File: config.mk
export PLATFORM = sky130hd
export DESIGN_NAME = dss_sequencer
export DESIGN_NICKNAME = d
export VERILOG_FILES = /design/src/design/dss_pkg.sv /design/src/design/dss_sequencer.sv
export VERILOG_INCLUDE_DIRS = /design/src /design/src/design
export SDC_FILE = /design/constraint.sdc
export NUM_CORES = 2
export LEC_CHECK = 0
export ABC_AREA = 0
export BUFFER_PORTS_ARGS = -buffer_cell sky130_fd_sc_hd__buf_2
export CORE_UTILIZATION = 70
export CTS_CLUSTER_SIZE = 25
export DETAILED_ROUTE_END_ITERATION = 8
export GPL_TIMING_DRIVEN = 0
export PLACE_DENSITY = 0.92
export SLEW_MARGIN = 20
export SYNTH_ARGS = -nofsm -noshare
export SYNTH_HDL_FRONTEND = slang
export SYNTH_SLANG_ARGS = --single-unit
File: constraint.sdc
create_clock -name i_clk_sys -period 56.3 [get_ports i_clk_sys]
set_clock_uncertainty 0.15 [all_clocks]
set_input_delay 5.63 -clock i_clk_sys [delete_from_list [all_inputs] [get_ports i_clk_sys]]
set_output_delay 5.63 -clock i_clk_sys [all_outputs]
set_load 0.02 [all_outputs]
File: src/design/dss_params.svh
`ifndef DSS_PARAMS_SVH
`define DSS_PARAMS_SVH
// Timing
`define DSS_CLK_NS 20
`define DSS_TICK_NS 100000000
// Register byte offsets
`define DSS_A_CTRL 8'h00
`define DSS_A_START_MTH 8'h04
`define DSS_A_START_FREQ 8'h08
`define DSS_A_START_HOLD 8'h0c
`define DSS_A_START_CUR 8'h10
`define DSS_A_START_TIME 8'h14
`define DSS_A_RAMP_SHAPE 8'h18
`define DSS_A_S_HEAD 8'h1c
`define DSS_A_S_TAIL 8'h20
`define DSS_A_STOP_MTH 8'h24
`define DSS_A_STOP_FREQ 8'h28
`define DSS_A_STOP_DELAY 8'h2c
`define DSS_A_STOP_CUR 8'h30
`define DSS_A_STOP_HOLD 8'h34
`define DSS_A_TARGET 8'h38
`define DSS_A_ACC_STEP 8'h3c
`define DSS_A_DEC_STEP 8'h40
`define DSS_A_STATUS 8'h44
`define DSS_A_RUNTIME 8'h48
// Control field positions
`define DSS_CTRL_RUN 0
`define DSS_CTRL_DIR 1
`define DSS_CTRL_ASYNC 2
// Limits and reset values
`define DSS_FREQ_MAX 16'h03e8
`define DSS_HOLD_MAX 16'h03e8
`define DSS_START_TIME_MAX 16'h03e8
`define DSS_STOP_TIME_MAX 16'h0168
`define DSS_PCT_MAX 7'h64
`define DSS_PCT_RST 7'h32
`define DSS_RATIO_FULL 10'h3e8
`define DSS_RATIO_RST 10'h12c
`endif

File: src/design/dss_pkg.sv
package dss_pkg;
	// Sequencer states
	typedef enum logic [3:0] {
		ST_IDLE, ST_START_BRAKE, ST_MAGNETISE, ST_TRACK, ST_HOLD,
		ST_RUN, ST_STOP_RAMP, ST_STOP_DELAY, ST_STOP_BRAKE
	} dss_state_t;
	// Register port request
	typedef struct packed {
		logic [7:0] addr;
		logic [31:0] wdata;
		logic wr;
		logic rd;
	} dss_bus_t;
	// Set-points to the power stage
	typedef struct packed {
		logic run_en;
		logic dir;
		logic dc_en;
		logic cur_ref_motor;
		logic [6:0] cur_pct;
		logic [15:0] freq;
	} dss_stage_t;
endpackage

File: src/design/dss_sequencer.sv
// The implementer's own choices: the address-and-strobe port and the placing of the registers.
`timescale 1ns/1ns
`include "dss_params.svh"
// How it works
// - Direct start, zero brake time: hold start
// - Direct start, nonzero time: DC brake first
// - Mode 1 tracks motor speed and direction together
// - Mode 2 magnetises asynchronous motors only
// - Zero pre-excitation time skips magnetising
// - Magnetise with set current for set time
// - Start frequency 0 to 10.00Hz, reset 0
// - Start hold up to 100.0s, reset 0
// - Start frequency ignores lower frequency limit
// - Target below start frequency stays standby
// - Direction changeover skips start hold
// - Hold excluded from ramp, counted runtime
// - Start brake direct only, 0-100%, 50%
// - Ramp mode 0 is linear
// - Ramp mode 1 is static S-curve
// - Ramp mode 2 is dynamic S-curve
// - S ratios 30% each, sum within 100%
// - Stop mode 0 ramps to zero
// - Stop mode 1 cuts output, coasts
// - At or below entry frequency, output off for delay
// - Stop brake current 0-100% motor, 50%
// - Stop brake hold to 36.0s, zero cancels
module dss_sequencer #(
	parameter int TICK_CYCLES = `DSS_TICK_NS / `DSS_CLK_NS
) (
	input wire logic i_clk_sys, // System clock
	input wire logic i_rst, // Synchronous reset, high
	input wire dss_pkg::dss_bus_t i_bus, // Register request
	input wire logic i_track_valid, // Speed estimate ready
	input wire logic [15:0] i_track_freq, // Estimated motor frequency
	input wire logic i_track_dir, // Estimated motor direction
	output dss_pkg::dss_stage_t o_stage, // Power stage set-points
	output logic [31:0] o_rdata // Read data, cycle after read
);
	import dss_pkg::*;

	function automatic logic [15:0] clamp16(input logic [15:0] v, input logic [15:0] m);
		return (v > m) ? m : v;
	endfunction

	function automatic logic [6:0] clamp_pct(input logic [31:0] v);
		return (v > 32'(`DSS_PCT_MAX)) ? `DSS_PCT_MAX : v[6:0];
	endfunction

	function automatic logic [15:0] absdiff(input logic [15:0] a, input logic [15:0] b);
		return (a > b) ? a - b : b - a;
	endfunction

	// Shapes one ramp step from distance into an S zone
	function automatic logic [15:0] shape_step(input logic [15:0] base,
			input logic [15:0] d, input logic [15:0] zone, input logic deep);
		logic [15:0] s;
		s = base;
		if (d < zone) begin
			s = (deep && d < (zone >> 1)) ? base >> 2 : base >> 1;
		end
		return (s == 16'h0000 && base != 16'h0000) ? 16'h0001 : s;
	endfunction

	// Settings
	logic run_q, cdir_q, async_q;
	logic [1:0] start_mth_q, shape_q;
	logic stop_mth_q;
	logic [15:0] start_freq_q, hold_q, start_time_q, target_q, acc_q, dec_q;
	logic [15:0] stop_freq_q, stop_delay_q, stop_hold_q;
	logic [6:0] start_cur_q, stop_cur_q;
	logic [9:0] head_q, tail_q;
	// Sequencer state
	dss_state_t state_q, state_d;
	logic [15:0] f_q, f_d, org_q, goal_q, tm_q;
	logic dir_q, dir_d;
	logic [22:0] tick_cnt_q;
	logic tick_q;
	logic [31:0] rt_q;

	// Write decode
	wire [31:0] wd = i_bus.wdata;
	wire wr_ctrl = i_bus.wr && i_bus.addr == `DSS_A_CTRL;
	wire wr_smth = i_bus.wr && i_bus.addr == `DSS_A_START_MTH;
	wire wr_sfreq = i_bus.wr && i_bus.addr == `DSS_A_START_FREQ;
	wire wr_shold = i_bus.wr && i_bus.addr == `DSS_A_START_HOLD;
	wire wr_scur = i_bus.wr && i_bus.addr == `DSS_A_START_CUR;
	wire wr_stime = i_bus.wr && i_bus.addr == `DSS_A_START_TIME;
	wire wr_shape = i_bus.wr && i_bus.addr == `DSS_A_RAMP_SHAPE;
	wire wr_head = i_bus.wr && i_bus.addr == `DSS_A_S_HEAD;
	wire wr_tail = i_bus.wr && i_bus.addr == `DSS_A_S_TAIL;
	wire wr_pmth = i_bus.wr && i_bus.addr == `DSS_A_STOP_MTH;
	wire wr_pfreq = i_bus.wr && i_bus.addr == `DSS_A_STOP_FREQ;
	wire wr_pdly = i_bus.wr && i_bus.addr == `DSS_A_STOP_DELAY;
	wire wr_pcur = i_bus.wr && i_bus.addr == `DSS_A_STOP_CUR;
	wire wr_phold = i_bus.wr && i_bus.addr == `DSS_A_STOP_HOLD;
	wire wr_tgt = i_bus.wr && i_bus.addr == `DSS_A_TARGET;
	wire wr_acc = i_bus.wr && i_bus.addr == `DSS_A_ACC_STEP;
	wire wr_dec = i_bus.wr && i_bus.addr == `DSS_A_DEC_STEP;
	// Each S ratio is bounded by what the other leaves
	wire [9:0] head_max = `DSS_RATIO_FULL - tail_q;
	wire [9:0] tail_max = `DSS_RATIO_FULL - head_q;
	wire [9:0] head_w = (wd > 32'(head_max)) ? head_max : wd[9:0];
	wire [9:0] tail_w = (wd > 32'(tail_max)) ? tail_max : wd[9:0];

	// Settings registers; ranged ones clamped on write, stop frequency, target and steps stored as written
	always_ff @(posedge i_clk_sys) begin
		if (i_rst) begin
			{run_q, cdir_q, async_q} <= 3'h0;
			start_mth_q <= 2'h0;
			start_freq_q <= 16'h0000;
			hold_q <= 16'h0000;
			start_cur_q <= `DSS_PCT_RST;
			start_time_q <= 16'h0000;
			shape_q <= 2'h0;
			head_q <= `DSS_RATIO_RST;
			tail_q <= `DSS_RATIO_RST;
			stop_mth_q <= 1'b0;
			stop_freq_q <= 16'h0000;
			stop_delay_q <= 16'h0000;
			stop_cur_q <= `DSS_PCT_RST;
			stop_hold_q <= 16'h0000;
			target_q <= 16'h0000;
			acc_q <= 16'h0001;
			dec_q <= 16'h0001;
		end else begin
			if (wr_ctrl) begin
				run_q <= wd[`DSS_CTRL_RUN];
				cdir_q <= wd[`DSS_CTRL_DIR];
				async_q <= wd[`DSS_CTRL_ASYNC];
			end
			if (wr_smth) start_mth_q <= wd[1:0];
			if (wr_sfreq) start_freq_q <= clamp16(wd[15:0], `DSS_FREQ_MAX);
			if (wr_shold) hold_q <= clamp16(wd[15:0], `DSS_HOLD_MAX);
			if (wr_scur) start_cur_q <= clamp_pct(wd);
			if (wr_stime) start_time_q <= clamp16(wd[15:0], `DSS_START_TIME_MAX);
			if (wr_shape) shape_q <= (wd[1:0] == 2'h3) ? 2'h0 : wd[1:0];
			if (wr_head) head_q <= head_w;
			if (wr_tail) tail_q <= tail_w;
			if (wr_pmth) stop_mth_q <= wd[0];
			if (wr_pfreq) stop_freq_q <= wd[15:0];
			if (wr_pdly) stop_delay_q <= clamp16(wd[15:0], `DSS_STOP_TIME_MAX);
			if (wr_pcur) stop_cur_q <= clamp_pct(wd);
			if (wr_phold) stop_hold_q <= clamp16(wd[15:0], `DSS_STOP_TIME_MAX);
			if (wr_tgt) target_q <= wd[15:0];
			if (wr_acc) acc_q <= wd[15:0];
			if (wr_dec) dec_q <= wd[15:0];
		end
	end

	// Tick of 0.1s from the system clock
	wire tick_wrap = tick_cnt_q == 23'(TICK_CYCLES - 1);
	always_ff @(posedge i_clk_sys) begin
		if (i_rst) begin
			tick_cnt_q <= 23'h000000;
			tick_q <= 1'b0;
		end else begin
			tick_cnt_q <= tick_wrap ? 23'h000000 : tick_cnt_q + 23'h000001;
			tick_q <= tick_wrap;
		end
	end

	// Start conditions and timer ends
	wire go = run_q && target_q >= start_freq_q;
	wire tm_start = tm_q >= start_time_q;
	wire tm_hold = tm_q >= hold_q;
	wire tm_delay = tm_q >= stop_delay_q;
	wire tm_brake = tm_q >= stop_hold_q;
	wire dir_flip = cdir_q != dir_q;
	wire [15:0] goal = dir_flip ? 16'h0000 : target_q;

	// Ramp step, shaped near both ends of a ramp
	wire up = f_q < goal;
	wire [15:0] base = up ? acc_q : dec_q;
	wire [15:0] span = absdiff(goal, org_q);
	wire [25:0] zh_m = span * head_q;
	wire [25:0] zt_m = span * tail_q;
	wire [15:0] zone_h = zh_m[25:10];
	wire [15:0] zone_t = zt_m[25:10];
	wire [15:0] d_head = absdiff(f_q, org_q);
	wire [15:0] d_tail = absdiff(goal, f_q);
	wire in_head = d_head < zone_h;
	wire [15:0] s_d = in_head ? d_head : d_tail;
	wire [15:0] s_z = in_head ? zone_h : zone_t;
	wire [15:0] step = (shape_q == 2'h0) ? base :
		shape_step(base, s_d, s_z, shape_q == 2'h1);
	wire [15:0] f_ramp = (d_tail <= step) ? goal : (up ? f_q + step : f_q - step);
	// Decelerating stop toward zero is shaped near zero only, by the tail ratio
	wire [15:0] stop_span = org_q;
	wire [25:0] szt_m = stop_span * tail_q;
	wire [15:0] stop_step = (shape_q == 2'h0) ? dec_q :
		shape_step(dec_q, f_q, szt_m[25:10], shape_q == 2'h1);
	wire [15:0] f_stop = (f_q <= stop_step) ? 16'h0000 : f_q - stop_step;
	wire brake_entry = stop_hold_q != 16'h0000 && f_q <= stop_freq_q;

	// Sequencer next state
	always_comb begin
		state_d = state_q;
		f_d = f_q;
		dir_d = dir_q;
		unique case (state_q)
			ST_IDLE: begin
				f_d = 16'h0000;
				if (go) begin
					dir_d = cdir_q;
					unique case (start_mth_q)
						2'h0: state_d = (start_time_q != 16'h0000) ? ST_START_BRAKE : ST_HOLD;
						2'h1: state_d = ST_TRACK;
						2'h2: state_d = (async_q && start_time_q != 16'h0000) ?
							ST_MAGNETISE : ST_HOLD;
						2'h3: state_d = ST_HOLD;
					endcase
				end
			end
			ST_START_BRAKE: begin
				if (!run_q) state_d = ST_IDLE;
				else if (tm_start) state_d = ST_HOLD;
			end
			ST_MAGNETISE: begin
				if (!run_q) state_d = ST_IDLE;
				else if (tm_start) state_d = ST_HOLD;
			end
			ST_TRACK: begin
				if (!run_q) state_d = ST_IDLE;
				else if (i_track_valid) begin
					f_d = i_track_freq;
					dir_d = i_track_dir;
					state_d = ST_RUN;
				end
			end
			ST_HOLD: begin
				f_d = start_freq_q;
				if (!run_q) state_d = stop_mth_q ? ST_IDLE : ST_STOP_RAMP;
				else if (tm_hold) state_d = ST_RUN;
			end
			ST_RUN: begin
				if (!run_q) begin
					state_d = stop_mth_q ? ST_IDLE : ST_STOP_RAMP;
				end else if (dir_flip && f_q == 16'h0000) begin
					dir_d = cdir_q;
				end else begin
					f_d = f_ramp;
				end
			end
			ST_STOP_RAMP: begin
				if (brake_entry) begin
					f_d = 16'h0000;
					state_d = ST_STOP_DELAY;
				end else if (f_q == 16'h0000) begin
					state_d = ST_IDLE;
				end else begin
					f_d = f_stop;
				end
			end
			ST_STOP_DELAY: begin
				f_d = 16'h0000;
				if (tm_delay) state_d = ST_STOP_BRAKE;
			end
			ST_STOP_BRAKE: begin
				f_d = 16'h0000;
				if (tm_brake) state_d = ST_IDLE;
			end
		endcase
	end

	// Ramp origin follows each new goal or stop entry
	wire org_load = (goal != goal_q) || (state_d != state_q);

	// Sequencer registers and duration timer
	always_ff @(posedge i_clk_sys) begin
		if (i_rst) begin
			state_q <= ST_IDLE;
			f_q <= 16'h0000;
			dir_q <= 1'b0;
			org_q <= 16'h0000;
			goal_q <= 16'h0000;
			tm_q <= 16'h0000;
		end else begin
			state_q <= state_d;
			f_q <= (state_q == ST_RUN || state_q == ST_STOP_RAMP) && !tick_q ? f_q : f_d;
			dir_q <= dir_d;
			goal_q <= goal;
			if (org_load) org_q <= f_q;
			if (state_d != state_q) tm_q <= 16'h0000;
			else if (tick_q && tm_q != 16'hffff) tm_q <= tm_q + 16'h0001;
		end
	end

	// Program runtime counts hold and run, not braking
	wire rt_clr = state_q == ST_IDLE && go;
	wire rt_inc = tick_q && (state_q == ST_HOLD || state_q == ST_RUN);
	always_ff @(posedge i_clk_sys) begin
		if (i_rst) rt_q <= 32'h00000000;
		else if (rt_clr) rt_q <= 32'h00000000;
		else if (rt_inc) rt_q <= rt_q + 32'h00000001;
	end

	// Power stage set-points
	wire dc_start = state_q == ST_START_BRAKE || state_q == ST_MAGNETISE;
	wire dc_stop = state_q == ST_STOP_BRAKE;
	wire drive_on = state_q == ST_HOLD || state_q == ST_RUN || state_q == ST_STOP_RAMP;
	dss_stage_t stage_d;
	assign stage_d.run_en = drive_on;
	assign stage_d.dir = dir_q;
	assign stage_d.dc_en = dc_start || dc_stop;
	assign stage_d.cur_ref_motor = dc_stop;
	assign stage_d.cur_pct = dc_stop ? stop_cur_q : (dc_start ? start_cur_q : 7'h00);
	assign stage_d.freq = (state_q == ST_HOLD) ? start_freq_q : (drive_on ? f_q : 16'h0000);

	// Read mux
	wire [31:0] status_w = {8'h00, f_q, dir_q, 3'h0, state_q};
	logic [31:0] rd_w;
	always_comb begin
		unique case (i_bus.addr)
			`DSS_A_CTRL: rd_w = {29'h0, async_q, cdir_q, run_q};
			`DSS_A_START_MTH: rd_w = {30'h0, start_mth_q};
			`DSS_A_START_FREQ: rd_w = {16'h0, start_freq_q};
			`DSS_A_START_HOLD: rd_w = {16'h0, hold_q};
			`DSS_A_START_CUR: rd_w = {25'h0, start_cur_q};
			`DSS_A_START_TIME: rd_w = {16'h0, start_time_q};
			`DSS_A_RAMP_SHAPE: rd_w = {30'h0, shape_q};
			`DSS_A_S_HEAD: rd_w = {22'h0, head_q};
			`DSS_A_S_TAIL: rd_w = {22'h0, tail_q};
			`DSS_A_STOP_MTH: rd_w = {31'h0, stop_mth_q};
			`DSS_A_STOP_FREQ: rd_w = {16'h0, stop_freq_q};
			`DSS_A_STOP_DELAY: rd_w = {16'h0, stop_delay_q};
			`DSS_A_STOP_CUR: rd_w = {25'h0, stop_cur_q};
			`DSS_A_STOP_HOLD: rd_w = {16'h0, stop_hold_q};
			`DSS_A_TARGET: rd_w = {16'h0, target_q};
			`DSS_A_ACC_STEP: rd_w = {16'h0, acc_q};
			`DSS_A_DEC_STEP: rd_w = {16'h0, dec_q};
			`DSS_A_STATUS: rd_w = status_w;
			`DSS_A_RUNTIME: rd_w = rt_q;
			default: rd_w = 32'h00000000;
		endcase
	end

	// Output flops
	always_ff @(posedge i_clk_sys) begin
		if (i_rst) begin
			o_stage <= '0;
			o_rdata <= 32'h00000000;
		end else begin
			o_stage <= stage_d;
			o_rdata <= i_bus.rd ? rd_w : 32'h00000000;
		end
	end

	// Checks
	a_direct_no_brake: assert property (@(posedge i_clk_sys) disable iff (i_rst)
		state_q == ST_IDLE && go && start_mth_q == 2'h0 && start_time_q == 16'h0000
		|=> state_q == ST_HOLD ##1 o_stage.run_en && o_stage.freq == start_freq_q)
		else $error("direct start did not hold at start frequency");
	a_direct_brake_first: assert property (@(posedge i_clk_sys) disable iff (i_rst)
		state_q == ST_IDLE && go && start_mth_q == 2'h0 && start_time_q != 16'h0000
		|=> state_q == ST_START_BRAKE ##1 o_stage.dc_en && !o_stage.run_en)
		else $error("direct start skipped DC braking");
	a_track_entry: assert property (@(posedge i_clk_sys) disable iff (i_rst)
		state_q == ST_TRACK && run_q && i_track_valid
		|=> state_q == ST_RUN && f_q == $past(i_track_freq) && dir_q == $past(i_track_dir))
		else $error("tracking start lost motor speed");
	a_magnet_async: assert property (@(posedge i_clk_sys) disable iff (i_rst)
		$rose(state_q == ST_MAGNETISE) |-> async_q && start_mth_q == 2'h2)
		else $error("magnetising without asynchronous motor");
	a_magnet_skip: assert property (@(posedge i_clk_sys) disable iff (i_rst)
		state_q == ST_IDLE && go && start_mth_q == 2'h2 && start_time_q == 16'h0000
		|=> state_q == ST_HOLD)
		else $error("zero pre-excitation time did not skip");
	a_magnet_current: assert property (@(posedge i_clk_sys) disable iff (i_rst)
		state_q == ST_MAGNETISE |=> o_stage.dc_en && o_stage.cur_pct == $past(start_cur_q))
		else $error("pre-excitation current wrong");
	a_start_ranges: assert property (@(posedge i_clk_sys) disable iff (i_rst)
		start_freq_q <= `DSS_FREQ_MAX && hold_q <= `DSS_HOLD_MAX)
		else $error("start setting out of range");
	a_low_target_idle: assert property (@(posedge i_clk_sys) disable iff (i_rst)
		state_q == ST_IDLE && target_q < start_freq_q |=> state_q == ST_IDLE)
		else $error("started below start frequency");
	a_reverse_no_hold: assert property (@(posedge i_clk_sys) disable iff (i_rst)
		state_q == ST_RUN && run_q && dir_flip && f_q == 16'h0000
		|=> state_q == ST_RUN && dir_q == $past(cdir_q))
		else $error("changeover left run state");
	a_hold_runtime: assert property (@(posedge i_clk_sys) disable iff (i_rst)
		rt_inc && !rt_clr |=> rt_q == $past(rt_q) + 32'h00000001)
		else $error("hold or run time not counted");
	a_linear_step: assert property (@(posedge i_clk_sys) disable iff (i_rst)
		shape_q == 2'h0 |-> step == base)
		else $error("linear ramp step shaped");
	a_s_soft_ends: assert property (@(posedge i_clk_sys) disable iff (i_rst)
		shape_q == 2'h1 && s_d < s_z && base > 16'h0003 |-> step <= (base >> 1))
		else $error("S-curve end not softened");
	a_s_ratio_sum: assert property (@(posedge i_clk_sys) disable iff (i_rst)
		10'(head_q + tail_q) <= `DSS_RATIO_FULL && head_q + tail_q <= 11'h3e8)
		else $error("S ratios exceed full");
	a_coast_cut: assert property (@(posedge i_clk_sys) disable iff (i_rst)
		state_q == ST_RUN && !run_q && stop_mth_q |=> state_q == ST_IDLE ##1 !o_stage.run_en)
		else $error("coast stop kept output");
	a_delay_off: assert property (@(posedge i_clk_sys) disable iff (i_rst)
		state_q == ST_STOP_DELAY |=> !o_stage.run_en && !o_stage.dc_en)
		else $error("output during brake delay");
	a_zero_hold_cancel: assert property (@(posedge i_clk_sys) disable iff (i_rst)
		state_q == ST_STOP_RAMP && stop_hold_q == 16'h0000 |=> state_q != ST_STOP_DELAY)
		else $error("stop braking not cancelled");
endmodule

==> results by stage <==
Run status:
- The flow ran to the end, and the final reports show no timing, DRC or antenna violations.

Placed design:
- The post-DP HPWL is 136000 um.
- The congestion estimate from routability-driven global placement came to 1.10.
- The number of port buffers is 119.

Synthesis:
- The synthesized netlist occupies a cell area of 0.0432 mm^2.
- The number of flops mapped to enable cells by yosys is 0.
- The count of cell types in the netlist is 97.
- For this run, the leading register cell type out of synthesis is dfxtp_1.
- The average cell area after synthesis is 7.98 um^2.
- The post-synthesis instance total is 5421.
- The net count of the mapped netlist is 6322.
- After synthesis the netlist holds a flip-flop and latch count of 370.
- The count of yosys warnings during synthesis is 0.
- Of all flip-flops after synthesis, the portion carrying an async set or reset was 0.
- The register area share after synthesis is 0.171.

Finish:
- The share of layout cells above drive strength 1 is 0.0495.
- The synthesis-to-layout area growth is 6.75%.
- In the final design database the tool counted 6485 nets.
- Counting the fill cells in the layout gives 4201.

Worst setup path:
- The required time of the critical path is 56.58 ns.
- In this run the worst setup path terminates at f_q[15].
- The critical path launch point is dir_q.
- The type of element capturing the critical path is a flip-flop.
- The critical path data arrival time is 24.42 ns.
- The largest individual stage delay along the critical path comes from the cell clkbuf_1.
- The launch instance of the worst register-to-register path is dir_q.
- The type of the worst setup path is reg -> reg.
- The largest single stage delay on the critical path is 0.82 ns.
- The worst setup path is launched from a flip-flop.
- For flop-to-flop paths, the worst setup slack is 32.17 ns.
- Of all nets on the critical path, the largest fanout is 10.
- The cell depth of the worst flop-to-flop path is 82.
- The most common cell type on the critical path is o21ai_0.
- The reg-to-reg critical path endpoint is f_q[15].

Clocking:
- The number of setup buffers added after CTS is 0.
- The number of clock sinks seen by CTS is 370.
- The worst-case clock buffer depth is 3.
- The tree is rooted in a clkbuf_16.
- The number of buffers created by CTS is 39.
- In this run the number of H-tree levels came out at 2.
- TritonCTS built the clock tree.
- The clock edge transition at the registers on the reported setup and hold paths is 0.06 ns.
- After clock tree synthesis, the flow added hold-fix buffers numbering 0.
- The clock insertion delay at the later pin of the skew report is 0.60 ns.
- In this run, post-CTS repair resized a total of 0 instances.

STA:
- Based on the critical path, the design can be clocked at up to 0.0414 GHz.
- The final period utilization is 0.429.
- The relative slew slack is 0.126.
- The clock period could shrink to 24.13 ns.
- The final count of hold timing violations was 0.
- At the pin with the least slew margin, the transition time is 1.30 ns.
- The final number of max-transition violations is 0.
- Setup repair after global routing left no endpoint under its margin.
- The final count of negative-setup-slack endpoints is 0.
- The aggregate negative setup slack is 0 ns.

Routing:
- The number of optimization iterations in the first detailed-route pass is 9.
- The DRC violation count after routing is 0.
- The via-per-instance ratio is 7.00.
- The total via count after detailed routing is 44853.
- After detailed routing, the total wire length is 175000 um.
- Dividing the detail-routed wire length by the instance count gives 27.4 um.
- The detailed router finished its first iteration with 6287 violations.
- The number of nets with antenna violations after routing is 0.

Global route:
- In the global route stage, overall resource usage came out at 0.549.
- The via count of the first global-routing pass came to 44321.
- The first global-routing pass estimated 261000 um of wire.
- The total overflow left after global routing is 0.
- The initial antenna violation count is 4.
- Entering global routing, the biggest net connects 17 pins.

Floorplan:
- The core footprint is 0.0607 mm^2.
- The initial utilization of the core area, before any placement, comes to 0.712.
- The die area is 0.0628 mm^2.
- The vertical die dimension is 251 um.
- The top-level I/O count is 121.
- The placement row count is 90.
- The horizontal die dimension is 251 um.

Hold path:
- The type of the most critical hold path is reg -> reg.

Job:
- The tool flagged a number of max-cap violations equal to 0.
==> cells by family (layout without fill, tap and decap cells) <==
logic type                 count (synthesis)  count (layout)  synth area share
and+or+nand+nor                         1874            1874             0.204
buffers and inverters                    875            1066            0.0764
DFF                                      370             370             0.171
other                                      0              11                 0
adders and majority gates                842             842             0.301
xor gates and xnor gates                 218             218            0.0446
AOI/OAI and AO/OA                       1152            1152             0.181
muxes                                     90              90            0.0219
==> state kept, by name, summed over array words and instances (netlist names), 23 cells and up <==
signal / cells
rt_q: 32
o_stage: 27
tick_cnt_q: 23
o_rdata: 32
==> per-stage QoR <==
stage | utilization | instance area [um^2] | hold WS (ns) | setup WS (ns) | cells
final | 0.760 | 46200 | 0.321 | 32.17 | 6405
after global routing | 0.760 | 46100 | 0.350 | 31.05 | 6395
after CTS | 0.760 | 46100 | 0.316 | 33.35 | 6394
after detailed placement | 0.739 | 44900 | 0.310 | 33.55 | 6325
after global placement | 0.738 | 44800 | 0.290 | 33.88 | 6322
after floorplan | - | 43200 | 0.276 | 38.29 | 5421
==> layout by cell type, fill, tap and decap left out, types with 91 or more instances in the layout <==
master / n
a21o_1: 130
o21ai_0: 162
clkbuf_1: 285
xor2_1: 107
inv_1: 565
nor2_1: 414
ha_1: 506
nor3_1: 91
xnor2_1: 109
dfxtp_1: 370
buf_2: 131
fa_1: 333
and2_1: 204
nand2_1: 713
nand3_1: 100
a21oi_1: 334
==> worst min-delay path by stage <==
stage / startpoint / end / slack (ns) / cells after the start
after detailed placement: tick_cnt_q[0] / tick_cnt_q[0] / 0.31 / 1
final: tick_cnt_q[0] / tick_cnt_q[0] / 0.32 / 1
after floorplan: tick_cnt_q[0] / tick_cnt_q[0] / 0.28 / 1
after global routing: stop_delay_q[9] / stop_delay_q[9] / 0.35 / 2
after CTS: tick_cnt_q[0] / tick_cnt_q[0] / 0.32 / 1
after global placement: tick_cnt_q[0] / tick_cnt_q[0] / 0.29 / 1
==> synthesized netlist by cell type, types with 107 or more instances <==
master    number  area, um^2
inv_1        565        2120
nand2_1      713        2680
clkbuf_1     280        1050
o21ai_0      162         811
xor2_1       107         937
dfxtp_1      370        7410
xnor2_1      109         955
a21oi_1      334        1670
a21o_1       130         976
nor2_1       414        1550
and2_1       204        1280
fa_1         333        6670
ha_1         506        6330
==> metal layers <==
layer | track usage | vias to the layer above | routed length (um)
met5 | 0 | - | 41
met4 | 0.535 | 6 | 21400
met3 | 0.173 | 1403 | 24000
met2 | 0.838 | 3913 | 74100
met1 | 0.599 | 20724 | 56100
li1 | - | 18807 | -
==> final cells by class <==
type | instances | area [um^2] | area share
diodes | 11 | 27.5 | 0.000596
plain buffers | 310 | 1190 | 0.0257
clock buffers | 54 | 1110 | 0.0241
clock inverters | 15 | 156 | 0.00339
inverters | 565 | 2120 | 0.0459
multi-input cells | 4176 | 32500 | 0.705
flip-flops and latches | 370 | 7410 | 0.160
well taps | 782 | 978 | 0.0212
repair buffers | 122 | 618 | 0.0134
==> critical path, delay by kind of cell, from the launching register on <==
family	cells	cell delay [ns]
AO/OA/AOI/OAI	34	7.80
XOR/XNOR	4	1.10
adder cells (fa/ha/maj)	11	4.52
buffers and inverters	11	3.98
flip-flops	1	0.71
multiplexers	3	0.69
AND/OR/NAND/NOR	19	4.96
Power is not shown: default switching activity piles up to over one toggle a cycle in this logic, so the estimate is an artifact.
